### src/logic/qecnt_pkg.sv
package qecnt_pkg;
  // Clock and timing
  localparam int CLK_MHZ = 100;
  localparam int SAMPLE_US = 100;
  localparam int SAMPLE_CYCLES = SAMPLE_US * CLK_MHZ;
  localparam int MAX_TRACK_KHZ = 5000;
  localparam int EDGES_PER_PERIOD = 4;
  localparam int MIN_EDGE_CYCLES = (CLK_MHZ * 1000) / (MAX_TRACK_KHZ * EDGES_PER_PERIOD);

  // Register byte offsets
  localparam logic [7:0] OFS_CTRL = 8'h00;
  localparam logic [7:0] OFS_PRESET = 8'h04;
  localparam logic [7:0] OFS_CMD = 8'h08;
  localparam logic [7:0] OFS_COUNT = 8'h0C;
  localparam logic [7:0] OFS_CAPTURE = 8'h10;
  localparam logic [7:0] OFS_STATUS = 8'h14;
  localparam logic [7:0] OFS_EDGE_TS = 8'h18;
  localparam logic [7:0] OFS_MICRO = 8'h1C;
  localparam logic [7:0] OFS_STATE = 8'h24;

  // Command bit positions
  localparam int CMD_LOAD_COUNT = 0;
  localparam int CMD_LOAD_CAPTURE = 1;
  localparam int CMD_CLEAR_VALID = 2;

  // Reset values and codes
  localparam logic [31:0] CTRL_RESET = 32'h0000_0000;
  localparam logic [31:0] PRESET_RESET = 32'h0000_0000;
  localparam logic [3:0] STATE_INIT = 4'h1;
  localparam logic [3:0] STATE_OP = 4'h8;
  localparam logic [31:0] MASK16 = 32'h0000_FFFF;
  localparam logic [31:0] MASK32 = 32'hFFFF_FFFF;
  localparam logic [1:0] RESP_OKAY = 2'b00;
  localparam logic [1:0] RESP_SLVERR = 2'b10;

  // Control register layout
  typedef struct packed {
    logic [21:0] rsvd;
    logic [2:0] open_en;
    logic gate_en;
    logic latch_cap_en;
    logic zero_cap_en;
    logic count_en;
    logic pulse_mode;
    logic wide;
    logic enhanced;
  } qecnt_ctrl_t;

  // Status register layout
  typedef struct packed {
    logic [15:0] rsvd;
    logic [3:0] state_code;
    logic [2:0] open_fault;
    logic gate_active;
    logic working_counter_flag;
    logic new_sample_toggle;
    logic sync_fault_flag;
    logic input_data_invalid;
    logic broken_wire;
    logic alarm_error;
    logic enhanced;
    logic capture_valid;
  } qecnt_status_t;
endpackage

### src/logic/qecnt_top.sv
// Our own choices: the register addresses and the AXI4-Lite slave port.
`timescale 1ns/100ps
module qecnt_top
  import qecnt_pkg::*;
#(
  parameter int SAMPLE_PERIOD = SAMPLE_CYCLES
) (
  input wire logic CLK,
  input wire logic RESET,
  input wire logic ENC_A,
  input wire logic ENC_B,
  input wire logic ENC_C,
  input wire logic LATCH_IN,
  input wire logic GATE_IN,
  input wire logic ALARM_IN_N,
  input wire logic [2:0] OPEN_DETECT,
  output logic ALARM_LED,
  input wire logic [7:0] S_AXI_AWADDR,
  input wire logic [2:0] S_AXI_AWPROT,
  input wire logic S_AXI_AWVALID,
  output logic S_AXI_AWREADY,
  input wire logic [31:0] S_AXI_WDATA,
  input wire logic [3:0] S_AXI_WSTRB,
  input wire logic S_AXI_WVALID,
  output logic S_AXI_WREADY,
  output logic [1:0] S_AXI_BRESP,
  output logic S_AXI_BVALID,
  input wire logic S_AXI_BREADY,
  input wire logic [7:0] S_AXI_ARADDR,
  input wire logic [2:0] S_AXI_ARPROT,
  input wire logic S_AXI_ARVALID,
  output logic S_AXI_ARREADY,
  output logic [31:0] S_AXI_RDATA,
  output logic [1:0] S_AXI_RRESP,
  output logic S_AXI_RVALID,
  input wire logic S_AXI_RREADY
);
  logic [8:0] pins_s;
  logic a_s, b_s, c_s, latch_s, gate_s, alarm_n_s;
  logic [2:0] open_s;

  // Pin synchronisers, alarm idles high as with its pull-up
  qecnt_sync #(.W(9), .RST(9'h020)) u_sync (
    .clk(CLK),
    .reset(RESET),
    .d({OPEN_DETECT, ALARM_IN_N, GATE_IN, LATCH_IN, ENC_C, ENC_B, ENC_A}),
    .q(pins_s)
  );
  assign {open_s, alarm_n_s, gate_s, latch_s, c_s, b_s, a_s} = pins_s;

  qecnt_ctrl_t ctrl_reg, ctrl_next;
  logic [31:0] preset_reg, preset_next;
  logic [3:0] state_reg, state_next;
  logic [31:0] count_reg, count_next;
  logic [31:0] capture_reg, capture_next;
  logic cap_valid_reg, cap_valid_next;
  logic [1:0] ab_prev_reg, ab_prev_next;
  logic c_prev_reg, c_prev_next;
  logic latch_prev_reg, latch_prev_next;
  logic [31:0] ts_reg, ts_next;
  logic [31:0] edge_ts_reg, edge_ts_next;
  logic [31:0] since_reg, since_next;
  logic [31:0] sample_cnt_reg, sample_cnt_next;
  logic toggle_reg, toggle_next;
  logic [31:0] pd_count_reg, pd_count_next;
  logic [31:0] pd_capture_reg, pd_capture_next;
  qecnt_status_t pd_status_reg, pd_status_next;
  logic led_reg, led_next;
  logic aw_hold_reg, aw_hold_next;
  logic [7:0] aw_addr_reg, aw_addr_next;
  logic w_hold_reg, w_hold_next;
  logic [31:0] w_data_reg, w_data_next;
  logic [3:0] w_strb_reg, w_strb_next;
  logic bvalid_reg, bvalid_next;
  logic [1:0] bresp_reg, bresp_next;
  logic rvalid_reg, rvalid_next;
  logic [31:0] rdata_reg, rdata_next;
  logic [1:0] rresp_reg, rresp_next;

  // Merge written bytes into an old value
  function automatic logic [31:0] merge(input logic [31:0] old, input logic [31:0] d, input logic [3:0] s);
    logic [31:0] r;
    r = old;
    for (int i = 0; i < 4; i++) begin
      if (s[i]) begin
        r[i*8 +: 8] = d[i*8 +: 8];
      end
    end
    return r;
  endfunction

  logic [31:0] width_mask, cap_mask;
  logic step_up, step_dn, any_edge, a_rise, c_rise, latch_rise;
  logic [2:0] open_fault;
  logic broken, alarm_err, wr_fire, sample_tick;
  logic [31:0] cmd_bits;
  qecnt_status_t status_now;

  // Decoder, counter, capture and mode qualifiers
  always_comb begin
    width_mask = (ctrl_reg.enhanced && ctrl_reg.wide) ? MASK32 : MASK16;
    cap_mask = ctrl_reg.enhanced ? MASK32 : MASK16;
    a_rise = a_s & ~ab_prev_reg[1];
    c_rise = c_s & ~c_prev_reg;
    latch_rise = latch_s & ~latch_prev_reg;
    any_edge = ({a_s, b_s} != ab_prev_reg);
    step_up = 1'b0;
    step_dn = 1'b0;
    if (ctrl_reg.pulse_mode) begin
      step_up = a_rise & ~b_s;
      step_dn = a_rise & b_s;
    end else begin
      // AB sequence 00,10,11,01 counts up
      case ({ab_prev_reg, a_s, b_s})
        4'b0010, 4'b1011, 4'b1101, 4'b0100: step_up = 1'b1;
        4'b0001, 4'b0111, 4'b1110, 4'b1000: step_dn = 1'b1;
        default: begin
          step_up = 1'b0;
          step_dn = 1'b0;
        end
      endcase
    end
    open_fault = ctrl_reg.enhanced ? (open_s & ctrl_reg.open_en) : 3'b000;
    broken = |open_fault;
    alarm_err = ~alarm_n_s;
    sample_tick = (sample_cnt_reg == 32'(SAMPLE_PERIOD - 1));
    wr_fire = aw_hold_reg && w_hold_reg && !bvalid_reg;
    cmd_bits = (wr_fire && aw_addr_reg == OFS_CMD) ? (w_data_reg & {{8{w_strb_reg[3]}},
      {8{w_strb_reg[2]}}, {8{w_strb_reg[1]}}, {8{w_strb_reg[0]}}}) : 32'h0000_0000;
    status_now = '0;
    status_now.capture_valid = cap_valid_reg;
    status_now.enhanced = ctrl_reg.enhanced;
    status_now.alarm_error = alarm_err;
    status_now.broken_wire = broken;
    status_now.input_data_invalid = broken;
    status_now.sync_fault_flag = broken;
    status_now.new_sample_toggle = ~toggle_reg;
    status_now.working_counter_flag = (state_reg != STATE_OP);
    status_now.gate_active = ctrl_reg.gate_en & gate_s;
    status_now.open_fault = open_fault;
    status_now.state_code = state_reg;
  end

  // Counting datapath next state
  always_comb begin
    ab_prev_next = {a_s, b_s};
    c_prev_next = c_s;
    latch_prev_next = latch_s;
    count_next = count_reg & width_mask;
    if (cmd_bits[CMD_LOAD_COUNT]) begin
      count_next = preset_reg & width_mask;
    end else if (ctrl_reg.count_en && !(ctrl_reg.gate_en && gate_s)) begin
      if (step_up) begin
        count_next = (count_reg + 32'h0000_0001) & width_mask;
      end else if (step_dn) begin
        count_next = (count_reg - 32'h0000_0001) & width_mask;
      end
    end
    capture_next = capture_reg;
    cap_valid_next = cap_valid_reg;
    if (cmd_bits[CMD_CLEAR_VALID]) begin
      cap_valid_next = 1'b0;
    end
    if (cmd_bits[CMD_LOAD_CAPTURE]) begin
      capture_next = preset_reg & cap_mask;
    end
    // Capture event wins over a clear in the same cycle
    if ((ctrl_reg.zero_cap_en && c_rise) || (ctrl_reg.latch_cap_en && latch_rise)) begin
      capture_next = count_reg & cap_mask;
      cap_valid_next = 1'b1;
    end
    ts_next = ts_reg + 32'h0000_0001;
    edge_ts_next = edge_ts_reg;
    since_next = (since_reg == MASK32) ? since_reg : since_reg + 32'h0000_0001;
    if (ctrl_reg.enhanced && any_edge) begin
      edge_ts_next = ts_reg;
      since_next = 32'h0000_0000;
    end
    sample_cnt_next = sample_tick ? 32'h0000_0000 : sample_cnt_reg + 32'h0000_0001;
    toggle_next = toggle_reg;
    pd_count_next = pd_count_reg;
    pd_capture_next = pd_capture_reg;
    pd_status_next = pd_status_reg;
    if (sample_tick) begin
      toggle_next = ~toggle_reg;
      pd_count_next = count_reg & width_mask;
      pd_capture_next = capture_reg;
      pd_status_next = status_now;
    end
    led_next = alarm_err;
  end

  // Register bus next state
  always_comb begin
    ctrl_next = ctrl_reg;
    preset_next = preset_reg;
    state_next = state_reg;
    aw_hold_next = aw_hold_reg;
    aw_addr_next = aw_addr_reg;
    w_hold_next = w_hold_reg;
    w_data_next = w_data_reg;
    w_strb_next = w_strb_reg;
    bvalid_next = bvalid_reg;
    bresp_next = bresp_reg;
    rvalid_next = rvalid_reg;
    rdata_next = rdata_reg;
    rresp_next = rresp_reg;
    if (S_AXI_AWVALID && S_AXI_AWREADY) begin
      aw_hold_next = 1'b1;
      aw_addr_next = S_AXI_AWADDR;
    end
    if (S_AXI_WVALID && S_AXI_WREADY) begin
      w_hold_next = 1'b1;
      w_data_next = S_AXI_WDATA;
      w_strb_next = S_AXI_WSTRB;
    end
    if (bvalid_reg && S_AXI_BREADY) begin
      bvalid_next = 1'b0;
    end
    if (wr_fire) begin
      aw_hold_next = 1'b0;
      w_hold_next = 1'b0;
      bvalid_next = 1'b1;
      bresp_next = RESP_OKAY;
      case (aw_addr_reg)
        OFS_CTRL: begin
          ctrl_next = merge(ctrl_reg, w_data_reg, w_strb_reg);
          ctrl_next.rsvd = '0; // Reserved bits are cleared so they read back as zero
        end
        OFS_PRESET: preset_next = merge(preset_reg, w_data_reg, w_strb_reg);
        OFS_STATE: if (w_strb_reg[0]) begin
          state_next = w_data_reg[3:0];
        end
        OFS_CMD, OFS_COUNT, OFS_CAPTURE, OFS_STATUS, OFS_EDGE_TS, OFS_MICRO: bresp_next = RESP_OKAY;
        default: bresp_next = RESP_SLVERR;
      endcase
    end
    if (rvalid_reg && S_AXI_RREADY) begin
      rvalid_next = 1'b0;
    end
    if (S_AXI_ARVALID && S_AXI_ARREADY) begin
      rvalid_next = 1'b1;
      rresp_next = RESP_OKAY;
      case (S_AXI_ARADDR)
        OFS_CTRL: rdata_next = ctrl_reg;
        OFS_PRESET: rdata_next = preset_reg;
        OFS_CMD: rdata_next = 32'h0000_0000;
        OFS_COUNT: rdata_next = pd_count_reg;
        OFS_CAPTURE: rdata_next = pd_capture_reg;
        OFS_STATUS: rdata_next = pd_status_reg;
        OFS_EDGE_TS: rdata_next = ctrl_reg.enhanced ? edge_ts_reg : 32'h0000_0000;
        OFS_MICRO: rdata_next = ctrl_reg.enhanced ? since_reg : 32'h0000_0000;
        OFS_STATE: rdata_next = {28'h000_0000, state_reg};
        default: begin
          rdata_next = 32'h0000_0000;
          rresp_next = RESP_SLVERR;
        end
      endcase
    end
  end

  // Registers
  always_ff @(posedge CLK or posedge RESET) begin
    if (RESET) begin
      ctrl_reg <= CTRL_RESET;
      preset_reg <= PRESET_RESET;
      state_reg <= STATE_INIT;
      count_reg <= 32'h0000_0000;
      capture_reg <= 32'h0000_0000;
      cap_valid_reg <= 1'b0;
      ab_prev_reg <= 2'b00;
      c_prev_reg <= 1'b0;
      latch_prev_reg <= 1'b0;
      ts_reg <= 32'h0000_0000;
      edge_ts_reg <= 32'h0000_0000;
      since_reg <= 32'h0000_0000;
      sample_cnt_reg <= 32'h0000_0000;
      toggle_reg <= 1'b0;
      pd_count_reg <= 32'h0000_0000;
      pd_capture_reg <= 32'h0000_0000;
      pd_status_reg <= '0;
      led_reg <= 1'b0;
      aw_hold_reg <= 1'b0;
      aw_addr_reg <= 8'h00;
      w_hold_reg <= 1'b0;
      w_data_reg <= 32'h0000_0000;
      w_strb_reg <= 4'h0;
      bvalid_reg <= 1'b0;
      bresp_reg <= RESP_OKAY;
      rvalid_reg <= 1'b0;
      rdata_reg <= 32'h0000_0000;
      rresp_reg <= RESP_OKAY;
    end else begin
      ctrl_reg <= ctrl_next;
      preset_reg <= preset_next;
      state_reg <= state_next;
      count_reg <= count_next;
      capture_reg <= capture_next;
      cap_valid_reg <= cap_valid_next;
      ab_prev_reg <= ab_prev_next;
      c_prev_reg <= c_prev_next;
      latch_prev_reg <= latch_prev_next;
      ts_reg <= ts_next;
      edge_ts_reg <= edge_ts_next;
      since_reg <= since_next;
      sample_cnt_reg <= sample_cnt_next;
      toggle_reg <= toggle_next;
      pd_count_reg <= pd_count_next;
      pd_capture_reg <= pd_capture_next;
      pd_status_reg <= pd_status_next;
      led_reg <= led_next;
      aw_hold_reg <= aw_hold_next;
      aw_addr_reg <= aw_addr_next;
      w_hold_reg <= w_hold_next;
      w_data_reg <= w_data_next;
      w_strb_reg <= w_strb_next;
      bvalid_reg <= bvalid_next;
      bresp_reg <= bresp_next;
      rvalid_reg <= rvalid_next;
      rdata_reg <= rdata_next;
      rresp_reg <= rresp_next;
    end
  end

  // Ready flags registered from next hold state and next read-valid state
  always_ff @(posedge CLK or posedge RESET) begin
    if (RESET) begin
      S_AXI_AWREADY <= 1'b0;
      S_AXI_WREADY <= 1'b0;
      S_AXI_ARREADY <= 1'b0;
    end else begin
      S_AXI_AWREADY <= !aw_hold_next;
      S_AXI_WREADY <= !w_hold_next;
      S_AXI_ARREADY <= !rvalid_next;
    end
  end

  assign ALARM_LED = led_reg;
  assign S_AXI_BVALID = bvalid_reg;
  assign S_AXI_BRESP = bresp_reg;
  assign S_AXI_RVALID = rvalid_reg;
  assign S_AXI_RDATA = rdata_reg;
  assign S_AXI_RRESP = rresp_reg;
endmodule

### src/logic/qecnt_sync.sv
`timescale 1ns/100ps
// Two-flop synchroniser for asynchronous pins
module qecnt_sync #(
  parameter int W = 1,
  parameter logic [W-1:0] RST = '0
) (
  input wire logic clk,
  input wire logic reset,
  input wire logic [W-1:0] d,
  output logic [W-1:0] q
);
  logic [W-1:0] meta_reg;

  // First stage feeds only the second
  always_ff @(posedge clk or posedge reset) begin
    if (reset) begin
      meta_reg <= RST;
      q <= RST;
    end else begin
      meta_reg <= d;
      q <= meta_reg;
    end
  end
endmodule

### config.mk
export PLATFORM = sky130hd
export DESIGN_NAME = qecnt_top
export DESIGN_NICKNAME = d
export VERILOG_FILES = /design/src/logic/qecnt_pkg.sv /design/src/logic/qecnt_top.sv /design/src/logic/qecnt_sync.sv
export SDC_FILE = /design/constraint.sdc
export NUM_CORES = 1
export LEC_CHECK = 0
export ABC_AREA = 0
export BUFFER_PORTS_ARGS = -buffer_cell sky130_fd_sc_hd__buf_2
export CORE_ASPECT_RATIO = 1.2
export CORE_MARGIN = 2
export CORE_UTILIZATION = 60
export DETAILED_ROUTE_END_ITERATION = 8
export PLACE_DENSITY_LB_ADDON = 0.15
export SETUP_SLACK_MARGIN = 0.5
export SYNTH_ARGS = -nofsm -noshare
export SYNTH_HDL_FRONTEND = slang
export SYNTH_HIERARCHICAL = 1
export SYNTH_SLANG_ARGS = --single-unit
### constraint.sdc
create_clock -name CLK -period 41.1 [get_ports CLK]
set_clock_uncertainty 0.05 [all_clocks]
set_input_delay 8.22 -clock CLK [delete_from_list [all_inputs] [get_ports CLK]]
set_output_delay 8.22 -clock CLK [all_outputs]
set_load 0.01 [all_outputs]
==> out/metrics.csv, run 1 <==
metric,value,unit
crit path from,S_AXI_ARADDR[5],
TritonCTS clock tree,done,
Mapped Cells,1922,
max_cap viols,0,
CTS resizes,0,
fillcell total,2505,
H-tree Lvls,2,
final-stage net count,2070,
"Setup Fix Bufs, Post-CTS",0,
P_int,769,uW
Fin. Hold Viols,0,
Sink Count,425,
Via Count,14400,
TNS Setup,0,ns
DP Area,0.0201,sq mm
Slew Limit Fails,0,
Comb power frac,14.3,%
first-pass GRT wire length,76700,um
GRT Total Usage,28.5,%
clk_lat worst skew,0.55,ns
Root Buffer,clkbuf_16,
I/O Buffers,107,
Max IR drop VDD,0.0395,mV
Die Ht,201,um
Starting Density,60.5,%
Hold Path Class,flop to flop,
ys flop type,dfrtp_1,
core area,0.0320,sq mm
GPL Wtd Cong,0.926,
RSZ-0062 raised after global routing,false,
vias in the first global route,14300,
crit share post-route,25.3,%
CTS buffer count,43,
data arrival time of the critical path,10.85,ns
Area Overhead vs Synth,11.3,%
post-synthesis mux area share,7.33,%
ratio of cells with drive above 1 in the final layout,16.2,%
Seq. cell area,0.0106,sq mm
Finished Cell Area,0.0215,sq mm
worst r2r path cells,6,
router iterations before antenna repair,7,
DP HPWL,31200,um
Placement Rows,72,
die area,0.0337,sq mm
critical path peak fanout,28,
area occupied by multi-input gates,0.00821,sq mm
Overflow after GRT,0,
worst setup path category,input pin to flop,
synthesized area per cell,10.1,sq um
final setup fails,0,
slew margin rel.,18.4,%
Net Sw Power,294,uW
sequential area share after synthesis,55.0,%
Clock Tree Buf Depth,3,
"CTS clk-pin slew, worst paths",0.06,ns
flop2flop setup slack,37.71,ns
synth unique cells,63,
Worst Hold Depth,0,
min-delay src,u_sync/meta_reg[7]$_DFF_PP0_,
drt initial violations,1111,
routed wire length per instance,19.2,um
Clk pwr share,36.7,%
Synthesis Warnings,6,
Worst-Margin Slew,1.22,ns
Leakage,9.92,nW
DRC Markers,0,
Seq cells post-synth,425,
Vias/cell,5.95,
initial antenna violation count,1,
power per cell area,49.4,mW/mm^2
Sw Ratio,27.7,%
worst path required time,41.54,ns
chip width,168,um
final WL,46700,um
adder-cell share of the synthesized area,0.388,%
Hold EP,u_sync/q[7]$_DFF_PP0_,
run status,completed,
r2r endpoint,count_reg[25]$_DFF_PP0_,
final core occ,67.3,%
sequential share of power,49.0,%
FF-to-FF Start,aw_addr_reg[0]$_DFFE_PP0P_,
largest net degree at the start of global routing,115,
FMAX,96.1,MHz
CP endpoint kind,flop,
Ports,116,
main combinational cell family by area after synthesis,simple AND/OR/NAND/NOR gates,
post-synthesis compound-gate area fraction,9.38,%
async set or reset register ratio after synthesis,100,%
Mapped Area,0.0193,sq mm
Post-synth EDFFs,0,
post-synthesis xor/xnor area fraction,5.57,%
post-layout minimum cycle time,10.41,ns
antenna fix cells,0,
hold_buf cts,0,
Synth Area in Simple Gates,19.4,%
CP startpoint kind,input pin,
post-route ant nets,0,
## worst max-delay path by stage
stage               slack (ns)  cells past startpoint                           to
finish                   30.69                      7  S_AXI_RDATA[13]$_DFFE_PP0P_
global route             30.35                      4  S_AXI_RDATA[17]$_DFFE_PP0P_
CTS                      30.68                      4  S_AXI_RDATA[17]$_DFFE_PP0P_
detailed placement       30.10                      4      count_reg[23]$_DFF_PP0_
global placement         30.15                      4      count_reg[21]$_DFF_PP0_
floorplan                21.51                      1          ALARM_LED$_DFF_PP0_
## stage by stage
| step | total power, mW | setup slack, ns | hold slack, ns | instances |
|---|---|---|---|---|
| after floorplan | 0.629 | 21.51 | 0.281 | 1923 |
| after global placement | 0.674 | 30.15 | 0.285 | 2352 |
| final | 1.06 | 30.69 | 0.296 | 2427 |
| after detailed placement | 0.679 | 30.10 | 0.285 | 2352 |
| after CTS | 1.07 | 30.68 | 0.298 | 2427 |
| after global routing | 1.11 | 30.35 | 0.304 | 2427 |
## power groups by stage
stage	registers, mW	clock network (mW)	logic, mW
6_report	0.522	0.390	0.152
5_1_grt	0.528	0.416	0.169
4_1_cts	0.521	0.398	0.153
3_5_place_dp	0.528	0	0.151
3_3_place_gp	0.526	0	0.148
2_1_floorplan	0.507	0	0.122
## metal layers
layer  vias to the layer above  GRT usage [%]  part of all wire (%)
met2                       401           46.5                    48
met3                       103           5.22                   5.8
li1                       6771              -                     -
met1                      7168           38.0                    42
met5                         -              0                 0.024
met4                         2           11.8                   4.2
## Yosys cell counts (3+ instances only)
| cell | count | share of area [%] |
|---|---|---|
| o31a_1 | 3 | 0.14 |
| nor2_1 | 130 | 2.5 |
| nand4_1 | 27 | 0.87 |
| nand4b_1 | 3 | 0.14 |
| o32ai_1 | 8 | 0.36 |
| o22ai_1 | 3 | 0.097 |
| a31oi_1 | 19 | 0.61 |
| mux2i_1 | 19 | 0.98 |
| a32oi_1 | 3 | 0.14 |
| and3_1 | 21 | 0.68 |
| a22oi_1 | 10 | 0.39 |
| a21o_1 | 3 | 0.12 |
| buf_1 | 3 | 0.058 |
| a22o_1 | 44 | 2.0 |
| o21ai_0 | 71 | 1.8 |
| a41oi_1 | 11 | 0.50 |
| or3_1 | 5 | 0.16 |
| dfstp_2 | 3 | 0.41 |
| or4_1 | 10 | 0.39 |
| dfrtp_1 | 422 | 55 |
| a21oi_1 | 55 | 1.4 |
| clkbuf_1 | 83 | 1.6 |
| nand3b_1 | 5 | 0.19 |
| xor2_1 | 51 | 2.3 |
| ha_1 | 6 | 0.39 |
| and2_1 | 13 | 0.42 |
| nor2b_1 | 4 | 0.13 |
| nor4_1 | 12 | 0.39 |
| buf_4 | 7 | 0.27 |
| mux2_2 | 109 | 6.3 |
| a222oi_1 | 16 | 0.83 |
| nand3_1 | 77 | 2.0 |
| nor3_1 | 28 | 0.72 |
| and4_1 | 15 | 0.68 |
| nand2_1 | 472 | 9.2 |
| nand2b_1 | 4 | 0.13 |
| a211oi_1 | 4 | 0.16 |
| inv_1 | 27 | 0.52 |
| o31ai_1 | 8 | 0.31 |
| buf_2 | 4 | 0.10 |
| xnor2_1 | 72 | 3.3 |
## critical path, stage by stage
cell and delay [ns]:
buf_2 0.12, nor3_1 0.56, nand2_1 0.36, nor2_4 0.76, a222oi_1 0.36, a31oi_1 0.34, a21o_1 0.12
## final cells by class
type	count	area share, %
sequential	425	49.4
clock buffer	61	5.79
inverter	27	0.506
clock inverter	14	0.692
tap	407	2.37
multi-input combinational	1369	38.1
timing repair buffer	124	3.08
## logic make-up after synthesis
logic type      Yosys count
mux                     128
flops                   425
other cells               1
compound gates          268
xor+xnor                123
fa+ha+maj                 6
buf+inv                 129
simple gates            842
## placed cells by master, fill, tap and decap left out, types with 5 or more instances in the layout
cell type | netlist | final
nand3_1 | 77 | 77
nor2_1 | 130 | 127
ha_1 | 6 | 6
clkinv_2 | 0 | 10
buf_4 | 7 | 17
clkbuf_8 | 0 | 6
clkbuf_1 | 83 | 10
o21ai_0 | 71 | 71
clkbuf_16 | 0 | 45
nor3_1 | 28 | 28
a222oi_1 | 16 | 16
and3_1 | 21 | 21
xnor2_1 | 72 | 72
a21oi_1 | 55 | 54
o31ai_1 | 8 | 8
or3_1 | 5 | 5
nand2_1 | 472 | 471
mux2_2 | 109 | 109
a22oi_1 | 10 | 10
xor2_1 | 51 | 51
nor4_1 | 12 | 12
mux2i_1 | 19 | 19
and4_1 | 15 | 15
buf_2 | 4 | 107
and2_1 | 13 | 10
a22o_1 | 44 | 44
a31oi_1 | 19 | 19
a41oi_1 | 11 | 11
nand3b_1 | 5 | 5
nand4_1 | 27 | 27
or4_1 | 10 | 9
inv_1 | 27 | 26
dfrtp_1 | 422 | 421
o32ai_1 | 8 | 8
(Power assumes the default switching activity.)
==> run 2: changes to the inputs <==
Settings changed: CORE_UTILIZATION 60 to 55.
Clock period 41.1 ns to 9.3 ns, I/O delays scaled along.
==> run 2 against run 1 <==
  * Sequential share of layout area is 0.30 points lower
  * Final cell count is 2.3% higher
  * Non-clock buffer count is 2 lower
  * Power grew to 4.5 times the previous value
  * Count of clock-buffer cells in the layout is 3 higher
  * Sequential power grew to 4.4 times the previous value
  * Utilization is 5.1 points lower
  * Global-route usage is 2.4 points lower
  * Largest power group unchanged
==> out/metrics.csv, run 2 (synthesized netlist as in run 1, its figures left out) <==
metric,value,unit,change
ratio of cells with drive above 1 in the final layout,16.2,%,+0.033 points
Root Buffer,clkbuf_16,,
DP Area,0.0202,sq mm,+0.37%
Seq. cell area,0.0106,sq mm,unchanged
run status,completed,,
CTS resizes,0,,unchanged
clk_lat worst skew,0.55,ns,about the same
first-pass GRT wire length,76200,um,-0.59%
max_cap viols,0,,unchanged
final setup fails,0,,unchanged
slew margin rel.,22.5,%,+4.1 points
WL met2,22900,um,+1.3%
DRC Markers,0,,unchanged
Die Ht,209,um,+4.4%
H-tree Lvls,2,,unchanged
Area Overhead vs Synth,12.0,%,
TritonCTS clock tree,done,,
final core occ,62.2,%,-5.1 points
fillcell total,2917,,+16%
"CTS clk-pin slew, worst paths",0.06,ns,about the same
post-layout minimum cycle time,3.93,ns,
CP startpoint kind,input pin,,
RSZ-0062 raised after global routing,false,,
initial antenna violation count,0,,-1
antenna fix cells,0,,unchanged
routed wire length per instance,19.0,um,-1.3%
router iterations before antenna repair,6,,-1
power per cell area,220,mW/mm^2,+340%
GPL Wtd Cong,0.930,,+0.45%
Vias/cell,5.75,,-3.4%
largest net degree at the start of global routing,189,,+64%
TNS Setup,0,ns,unchanged
Hold Path Class,flop to flop,,
critical path peak fanout,28,,unchanged
Via Count,14300,,-1.2%
worst path required time,9.70,ns,-31.84 ns
data arrival time of the critical path,4.33,ns,-6.52 ns
I/O Buffers,107,,unchanged
hold_buf cts,0,,unchanged
most frequent cells in the layout,"nand2_1 (471), dfrtp_1 (421), nor2_1 (127), mux2_2 (109), buf_2 (107)",,
"Setup Fix Bufs, Post-CTS",0,,unchanged
Sink Count,425,,unchanged
drt initial violations,1128,,+1.5%
final-stage net count,2070,,unchanged
max layer used,met4,,
GRT Total Usage,26.2,%,-2.4 points
die area,0.0367,sq mm,+8.9%
CTS buffer count,45,,+4.7%
FMAX,254,MHz,
Leakage,9.94,nW,+0.23%
post-route ant nets,0,,unchanged
chip width,175,um,+4.3%
core area,0.0348,sq mm,+8.9%
Ports,116,,unchanged
Fin. Hold Viols,0,,unchanged
Starting Density,55.6,%,-4.9 points
crit share post-route,42.3,%,
Max IR drop VDD,0.138,mV,+250%
vias in the first global route,14100,,-1.5%
Overflow after GRT,0,,unchanged
met1 WL,20800,um,+6.9%
DP HPWL,31600,um,+1.3%
final WL,47200,um,+1.0%
worst setup path category,input pin to flop,,
Placement Rows,75,,+4.2%
CP endpoint kind,flop,,
WL met3,1890,um,-30%
Finished Cell Area,0.0217,sq mm,+0.62%
Clock Tree Buf Depth,3,,unchanged
"commonest non-fill, non-tap cell in the layout",nand2_1,,
Slew Limit Fails,0,,unchanged
area occupied by multi-input gates,0.00821,sq mm,unchanged
Worst-Margin Slew,1.15,ns,-0.0705 ns
-- run 2: final timing paths --
check                                             start                     endpoint  slack (ns)  depth (start not counted)
setup / recovery                        S_AXI_ARADDR[5]  S_AXI_RDATA[12]$_DFFE_PP0P_        5.37                          6
hold / removal             u_sync/meta_reg[6]$_DFF_PP0_        u_sync/q[6]$_DFF_PP0_        0.30                          0
setup reg to reg             aw_addr_reg[0]$_DFFE_PP0P_      count_reg[25]$_DFF_PP0_        6.00                          6
hold reg to reg            u_sync/meta_reg[6]$_DFF_PP0_        u_sync/q[6]$_DFF_PP0_        0.30                          0
max in group asynchronous                         RESET   w_data_reg[29]$_DFFE_PP0P_        5.93                          4
min in group asynchronous                         RESET   aw_addr_reg[2]$_DFFE_PP0P_        1.40                          2
-- run 2: power breakdown --
part,internal (mW),total [mW],switching [mW]
Clock,1.06,1.78,0.716
Sequential,2.07,2.31,0.240
Combinational,0.317,0.672,0.355
-- run 2: layout make-up --
type	instances	share of cell area (%)
clock inverters	15	0.809
inverters	27	0.485
flip-flops and latches	425	49.1
clock buffers	64	5.90
repair buffers	122	3.11
multi-input cells	1369	37.9
well taps	462	2.67
-- run 2: stage by stage --
stage	worst slack (ns)	std cells	power (mW)	hold WS [ns]
finish	5.37	2484	4.76	0.296
CTS	5.42	2484	4.80	0.297
global placement	4.94	2405	2.99	0.286
global route	5.24	2484	4.97	0.300
detailed placement	4.91	2405	3.01	0.285
floorplan	1.91	1923	2.78	0.281
-- run 2: layer usage --
layer / global-route usage [%] / vias up
met4: 9.43 / 0
met3: 3.12 / 94
li1: - / 6764
met5: 0 / -
met1: 35.5 / 7082
met2: 43.6 / 336
-- run 2: critical path, cell delays in order --
cell      delay, ns
buf_2          0.12
nor3_1         0.52
nand2_1        0.34
nor2_4         0.77
a222oi_1       0.38
a41oi_1        0.32
